`config.mk`:
```
export PLATFORM = sky130hd
export DESIGN_NAME = cmp_ctrl
export DESIGN_NICKNAME = d
export VERILOG_FILES = /design/src/cmp_ctrl_pkg.sv /design/src/cmp_ctrl.sv
export VERILOG_INCLUDE_DIRS = /design/src
export SDC_FILE = /design/constraint.sdc
export NUM_CORES = 1
export LEC_CHECK = 0
export BUFFER_PORTS_ARGS = -buffer_cell sky130_fd_sc_hd__clkbuf_2
export CORE_MARGIN = 2
export CORE_UTILIZATION = 50
export DETAILED_ROUTE_END_ITERATION = 8
export GPL_TIMING_DRIVEN = 0
export PLACE_DENSITY = 0.73
export SLEW_MARGIN = 20
export SYNTH_ARGS = -nofsm -noshare
export SYNTH_HDL_FRONTEND = slang
export SYNTH_SLANG_ARGS = --single-unit
export TNS_END_PERCENT = 100
```
`constraint.sdc`:
```
create_clock -name core_clk -period 1.48 [get_ports core_clk]
set_clock_uncertainty 0.15 [all_clocks]
set_input_delay 0 -clock core_clk [delete_from_list [all_inputs] [get_ports core_clk]]
set_output_delay 0 -clock core_clk [all_outputs]
set_load 0.01 [all_outputs]
```
`src/cmp_ctrl_defines.svh`:
```
`ifndef CMP_CTRL_DEFINES_SVH
`define CMP_CTRL_DEFINES_SVH
// Register offsets on the local register port.
`define OFS_CMP_ONE_CONTROL  9'h119
`define OFS_CMP_TWO_CONTROL  9'h11A
`define OFS_CMP_MIRROR_SYNC  9'h11B
`define OFS_PERIPH_FLAG      9'h00C
`define OFS_PERIPH_ENABLE    9'h08C
`define OFS_IRQ_CONTROL      9'h00B
`define OFS_LADDER_CONTROL   9'h099
// Field positions inside the comparator control registers.
`define BIT_CMP_ON           7
`define BIT_CMP_RESULT       6
`define BIT_CMP_PIN_EN       5
`define BIT_CMP_INVERT       4
// Field positions inside the mirror/sync register.
`define BIT_MIRROR_ONE       7
`define BIT_MIRROR_TWO       6
`define BIT_GATE_SELECT      1
`define BIT_SYNC_ENABLE      0
// Flag and enable positions of the two comparators, then the peripheral and global interrupt enables.
`define BIT_IRQ_ONE          3
`define BIT_IRQ_TWO          4
`define BIT_PERIPH_IRQ_EN    6
`define BIT_GLOBAL_IRQ_EN    7
// Ladder control fields.
`define BIT_LADDER_ONE       7
`define BIT_LADDER_TWO       6
`define BIT_LADDER_RANGE     5
`define BIT_LADDER_HOLE      4
// Reset values.
`define RST_CMP_CONTROL      8'h00
`define RST_MIRROR_SYNC      2'h2
`define RST_LADDER_CONTROL   8'h00
`define RST_BYTE             8'h00
// Writable masks.
`define MASK_CMP_CONTROL     8'hBF
`define MASK_LADDER_CONTROL  8'hEF
`endif

```
`src/cmp_ctrl_pkg.sv`:
```
package cmp_ctrl_pkg;
    // Register port request from software.
    typedef struct packed {
        logic [8:0] addr;
        logic [7:0] wdata;
        logic       wr;
        logic       rd;
    } reg_req_type;

    // Raw analog comparator decisions and port direction bits.
    typedef struct packed {
        logic raw_one;
        logic raw_two;
        logic dir_one_input;
        logic dir_two_input;
    } analog_in_type;

    // Whole block state.
    typedef struct packed {
        logic [7:0] ctl_one;
        logic [7:0] ctl_two;
        logic [1:0] mirror_sync;
        logic [7:0] ladder;
        logic [1:0] flags;
        logic [1:0] irq_en;
        logic       periph_en;
        logic       global_en;
        logic [1:0] result;
        logic [1:0] mismatch;
        logic [1:0] differ;
        logic       sync_two;
        logic       tclk_prev;
        logic [7:0] rdata;
        logic       irq;
        logic [1:0] pin_out;
        logic [1:0] pin_oe;
        logic       gate;
        logic       ladder_power;
    } state_type;
endpackage

```
`src/cmp_ctrl.sv`:
```
`timescale 1ns/1ns
`default_nettype none
`include "cmp_ctrl_defines.svh"
module cmp_ctrl
    import cmp_ctrl_pkg::*;
(
    input  wire logic                       core_clk,     // Instruction clock.
    input  wire logic                       rst_n,        // Async reset.
    input  wire cmp_ctrl_pkg::reg_req_type  req,          // Register request.
    input  wire cmp_ctrl_pkg::analog_in_type ana,         // Comparators, dirs.
    input  wire logic                       timer_clk,    // Prescaled clock.
    input  wire logic                       gate_pin,     // External gate.
    input  wire logic                       ladder_pin_output_enable, // Pin.
    output var  logic [7:0]                 rdata,        // Read data.
    output var  logic                       irq,          // Interrupt request.
    output var  logic [1:0]                 pin_out,      // Result pins.
    output var  logic [1:0]                 pin_oe,       // Pin drive enable.
    output var  logic                       gate,         // Timer gate.
    output var  logic                       ladder_power, // Ladder powered.
    output var  logic [7:0]                 ladder_ctl    // Ladder settings.
);
    import cmp_ctrl_pkg::*;

    state_type st_reg;
    state_type st_next;

    // Applies the inversion bit to a raw comparator decision.
    function automatic logic polar(input logic raw, input logic [7:0] ctl);
        polar = ctl[`BIT_CMP_ON] & (raw ^ ctl[`BIT_CMP_INVERT]);
    endfunction

    logic [1:0] live;
    logic       hit_one;
    logic       hit_two;
    logic       hit_flag;

    // Address decode shared by read and write paths.
    assign hit_one  = (req.addr == `OFS_CMP_ONE_CONTROL);
    assign hit_two  = (req.addr == `OFS_CMP_TWO_CONTROL);
    assign hit_flag = (req.addr == `OFS_PERIPH_FLAG);

    // Next-state logic for the whole block.
    always_comb begin
        st_next = st_reg;
        live[0] = polar(ana.raw_one, st_reg.ctl_one);
        live[1] = polar(ana.raw_two, st_reg.ctl_two);
        // Result latched at the end of every instruction cycle.
        st_next.result = live;
        // The timer clock is sampled, so its edge is seen one cycle late.
        // Comparator two sync: capture on timer clock falling edge.
        st_next.tclk_prev = timer_clk;
        if (st_reg.tclk_prev && !timer_clk) begin
            st_next.sync_two = st_reg.result[1];
        end
        // Mismatch edge detection against the refresh latches.
        st_next.differ = st_reg.result ^ st_reg.mismatch;
        // Register writes.
        if (req.wr) begin
            case (req.addr)
                `OFS_CMP_ONE_CONTROL:
                    st_next.ctl_one = req.wdata & `MASK_CMP_CONTROL;
                `OFS_CMP_TWO_CONTROL:
                    st_next.ctl_two = req.wdata & `MASK_CMP_CONTROL;
                `OFS_CMP_MIRROR_SYNC: begin
                    st_next.mirror_sync = req.wdata[1:0];
                end
                `OFS_PERIPH_FLAG:
                    st_next.flags = req.wdata[4:3];
                `OFS_PERIPH_ENABLE:
                    st_next.irq_en = req.wdata[4:3];
                `OFS_IRQ_CONTROL: begin
                    st_next.periph_en = req.wdata[`BIT_PERIPH_IRQ_EN];
                    st_next.global_en = req.wdata[`BIT_GLOBAL_IRQ_EN];
                end
                `OFS_LADDER_CONTROL:
                    st_next.ladder = req.wdata & `MASK_LADDER_CONTROL;
                default: begin
                end
            endcase
        end
        // Access to a comparator's own control register refreshes its latch.
        // Clearing differ here keeps the refresh from raising a false edge.
        if ((req.wr || req.rd) && hit_one) begin
            st_next.mismatch[0] = st_reg.result[0];
            st_next.differ[0]   = 1'b0;
        end
        if ((req.wr || req.rd) && hit_two) begin
            st_next.mismatch[1] = st_reg.result[1];
            st_next.differ[1]   = 1'b0;
        end
        // Edge of mismatch sets the flag; a set beats a software clear.
        // A change coinciding with a control read is dropped (lost event).
        if (st_next.differ[0] && !st_reg.differ[0] &&
            !(req.rd && hit_one)) begin
            st_next.flags[0] = 1'b1;
        end
        if (st_next.differ[1] && !st_reg.differ[1] &&
            !(req.rd && hit_two)) begin
            st_next.flags[1] = 1'b1;
        end
        // Interrupt request needs all three enables.
        st_next.irq = |(st_next.flags & st_next.irq_en) &&
                      st_next.periph_en && st_next.global_en;
        // Pins carry the unsynchronised live result; direction gates driver.
        st_next.pin_out   = live;
        st_next.pin_oe[0] = st_next.ctl_one[`BIT_CMP_PIN_EN] &
                            st_next.ctl_one[`BIT_CMP_ON] &
                            !ana.dir_one_input;
        st_next.pin_oe[1] = st_next.ctl_two[`BIT_CMP_PIN_EN] &
                            st_next.ctl_two[`BIT_CMP_ON] &
                            !ana.dir_two_input;
        // Software is expected to set sync whenever comparator two gates.
        // Gate source: external pin or comparator two path.
        if (st_next.mirror_sync[`BIT_GATE_SELECT]) begin
            st_next.gate = gate_pin;
        end else if (st_next.mirror_sync[`BIT_SYNC_ENABLE]) begin
            st_next.gate = st_next.sync_two;
        end else begin
            st_next.gate = st_next.result[1];
        end
        // Ladder powered only while someone uses it.
        // The ladder's analog output itself lives outside this block.
        st_next.ladder_power = st_next.ladder[`BIT_LADDER_ONE] |
                               st_next.ladder[`BIT_LADDER_TWO] |
                               ladder_pin_output_enable;
        // Read data, valid the cycle after the strobe.
        // Reads of unmapped addresses return zero.
        st_next.rdata = `RST_BYTE;
        if (req.rd) begin
            case (req.addr)
                `OFS_CMP_ONE_CONTROL:
                    st_next.rdata = {st_reg.ctl_one[7], st_reg.result[0],
                                     st_reg.ctl_one[5:0]};
                `OFS_CMP_TWO_CONTROL:
                    st_next.rdata = {st_reg.ctl_two[7], st_reg.result[1],
                                     st_reg.ctl_two[5:0]};
                `OFS_CMP_MIRROR_SYNC:
                    st_next.rdata = {st_reg.result[0], st_reg.result[1],
                                     4'h0, st_reg.mirror_sync};
                `OFS_PERIPH_FLAG:
                    st_next.rdata = {3'h0, st_reg.flags, 3'h0};
                `OFS_PERIPH_ENABLE:
                    st_next.rdata = {3'h0, st_reg.irq_en, 3'h0};
                `OFS_IRQ_CONTROL:
                    st_next.rdata = {st_reg.global_en, st_reg.periph_en,
                                     6'h00};
                `OFS_LADDER_CONTROL:
                    st_next.rdata = st_reg.ladder;
                default:
                    st_next.rdata = `RST_BYTE;
            endcase
        end
    end

    // State register; reset clears everything except mirror_sync, which loads 2'h2 (gate pin selected).
    always_ff @(posedge core_clk or negedge rst_n) begin
        if (!rst_n) begin
            st_reg             <= '0;
            st_reg.ctl_one     <= `RST_CMP_CONTROL;
            st_reg.ctl_two     <= `RST_CMP_CONTROL;
            // Mirror/sync resets with the gate pin selected.
            st_reg.mirror_sync <= `RST_MIRROR_SYNC;
            st_reg.ladder      <= `RST_LADDER_CONTROL;
            st_reg.gate        <= 1'b0;
        end else begin
            st_reg <= st_next;
        end
    end

    // Outputs straight from the state flip-flops.
    assign rdata        = st_reg.rdata;
    assign irq          = st_reg.irq;
    assign pin_out      = st_reg.pin_out;
    assign pin_oe       = st_reg.pin_oe;
    assign gate         = st_reg.gate;
    assign ladder_power = st_reg.ladder_power;
    assign ladder_ctl   = st_reg.ladder;
endmodule
`default_nettype wire

```
==> results.yml <==
setup_path:
  path_class: "primary input to flip-flop"
  cp.arrival_ps: 1490
  critPathTopFamily: "simple AND/OR/NAND/NOR gates"
  max_stage_delay_ps: 390
  slowest_stage: "nor4b_4"
  path_cells: "buf_4, nor4b_4, and4b_1, buf_6, and2_4, clkbuf_16, mux2_4"
  end_kind: "flip-flop"
  cp.required_ps: 1530
  worst-path-buf-inv: 3
  critPathLaunchType: "primary input"
  critPathMaxFanout: 5
sta:
  period_needed_ps: 1450
  setup_viol: 0
  tightest_slew_ps: 685
  relSlewSlack_pct: 54.3
  rsz0062_at_grt: "yes"
  timing.hold.ws_ps: -24.8
  finalMaxSlewViolations: 0
  finalCritPeriodShare_pct: 97.6
  timing.final.ws_setup_ps: 35.0
  clock.fmax_mhz: 692
  hold_viol: 2
yosys:
  ys.flop_type: "dfrtp_1"
  synth-edff-count: 0
  syn_area_um2: 2410
  seq_area_frac_synth_pct: 52.0
  syn_nets: 223
  ys_seq_elements: 50
  syn_avg_cell_area_um2: 12.4
  synthArstFlopShare_pct: 100
  synth_cells: 195
  yosysWarningCount: 0
  synth_cell_types: 47
route:
  via_count: 1843
  drtAntennaViolNets: 0
  via_per_inst: 5.44
  drtIter0Drc: 115
  routedWlPerCell_um: 16.3
  drt-total-wl_mm: 5.53
  dr.pass1.iters: 4
  drc: 0
clocking:
  worstSkewPairLatency_ps: 310
  cts_tree: "built"
  root_buffer: "clkbuf_8"
  cts_buffer_depth: 2
  cts.sinks: 50
  cts-htree-levels: 2
  cts_buffers: 5
  cts.clk_slew.worst_paths_ps: 90
placed_design:
  dpl.hpwl_mm: 3.53
  dp_cells: 296
  port_buffers: 47
  gp_congestion: 0.816
  place_ws_ps: -463
floorplan:
  die_x_um: 73.4
  die_area_um2: 5390
  core_area_um2: 4690
  die_h_um: 73.4
  initial_core_util_pct: 51.3
  row_count: 25
  pin_count: 51
final_layout:
  largest_reg_flops: 28
  final_nets: 312
  stdcell_count: 339
  area_growth_pct: 38.1
  diodes: 0
  post-route-util_pct: 70.9
  drive_gt1_share_pct: 50.9
global_route:
  antenna_found_initial: 0
  globalRouteTotalUtil_pct: 21.5
  grt_first_pass_wirelength_mm: 8.74
  gr-total-overflow: 0
  grt_max_degree: 51
  grt_pass1_vias: 1797
power_and_ir_drop:
  p_comb_share_pct: 9.9
  clockPowerShare_pct: 36.6
  internal-power_mw: 2.04
  p_per_area_nw_per_um2: 793
  ir_drop_uv: 748
  pwr-share-seq_pct: 53.4
  leakagePower_nw: 1.64
  power.switching_uw: 600
  swShare_pct: 22.8
status:
  status: "finished with violations"
  violations: "negative hold slack"
run:
  max-cap-violations: 0
min_path:
  hold_class: "primary input to flip-flop"
[worst paths after layout]
path                                      start                      to  slack, ps  cells after the start
min reg2reg                st_reg[18]$_DFF_PN0_    st_reg[28]$_DFF_PN0_        360                      2
max reg2reg                pin_out[0]$_DFF_PN0_      rdata[6]$_DFF_PN0_         70                      4
max                                     req[15]  st_reg[40]$_DFFE_PN0P_         30                      7
min in group asynchronous                 rst_n    st_reg[25]$_DFF_PN0_        140                      2
min                                      req[0]    st_reg[18]$_DFF_PN0_        -20                      3
max in group asynchronous                 rst_n    pin_out[1]$_DFF_PN0_        540                      2
[synth_stat cells, types with 4 or more instances]
cell type / count / area (um^2)
mux2_2: 31 / 349
a21oi_1: 8 / 40.0
and2_1: 5 / 31.3
nand3_1: 4 / 20.0
and3_1: 4 / 25.0
dfrtp_1: 49 / 1230
buf_4: 20 / 150
nand2_1: 12 / 45.0
[power by group through the flow]
stage / Combinational (mW) / Clock, mW / Sequential, mW
floorplan: 0.0848 / 0 / 1.43
global placement: 0.189 / 0 / 1.44
detailed placement: 0.192 / 0 / 1.44
CTS: 0.238 / 0.979 / 1.41
global route: 0.285 / 1.04 / 1.41
finish: 0.262 / 0.967 / 1.41
[through the flow]
| stage | TNS, ps | area [um^2] | power (mW) |
|---|---|---|---|
| final | 0 | 3330 | 2.64 |
| after detailed placement | -14020 | 2790 | 1.63 |
| after floorplan | -998 | 2490 | 1.52 |
| after CTS | 0 | 3150 | 2.63 |
| after global routing | -43.1 | 3330 | 2.74 |
| after global placement | -13420 | 2790 | 1.63 |
[what timing repair did]
item	4_1_cts	5_1_grt
resized for setup	5	27
endpoints found under the setup margin	24	24
endpoints found under the hold margin	96	8
pin swaps	5	7
cloned	0	1
hold buffers	19	3
buffers inserted	6	8
[cells in the final DEF, fill, tap and decap left out, types with 4 or more instances in the layout]
| master | instances |
|---|---|
| a21oi_1 | 7 |
| and2_1 | 4 |
| buf_4 | 37 |
| clkbuf_2 | 41 |
| clkbuf_8 | 7 |
| dfrtp_1 | 47 |
| dlygate4sd3_1 | 22 |
| mux2_2 | 24 |
| mux2_4 | 7 |
| nand2_1 | 11 |
| nand3_1 | 4 |
[worst register-to-register path, delay by kind of cell, from the launching register on]
family,cells,cell delay [ps]
and+or+nand+nor,1,60
AOI/OAI and AO/OA,3,640
DFF,1,460
[kinds of logic after synthesis]
family,count (synthesis),synth area share (%)
flops,50,52.0
simple gates,48,12.9
mux,34,15.7
compound gates,31,9.97
buf+inv,27,7.79
xor+xnor,4,1.45
other cells,1,0.156
[final cells by class]
cell class	instances	area [um^2]
plain buffers	25	206
repair buffers	84	618
multi-input cells	118	1070
fillers	328	1370
well taps	54	67.6
flip-flops and latches	50	1250
clock inverters	2	37.5
clock buffers	6	72.6
[layer usage]
layer  share of wire (%)  track usage [%]  vias to the layer above
met5                   0                0                        -
met1                  45             28.2                      910
met3                 4.0             4.53                        7
li1                    -                -                      875
met2                  50             36.3                       51
met4                0.94             5.66                        0
Power figures use the tool's default switching activity.
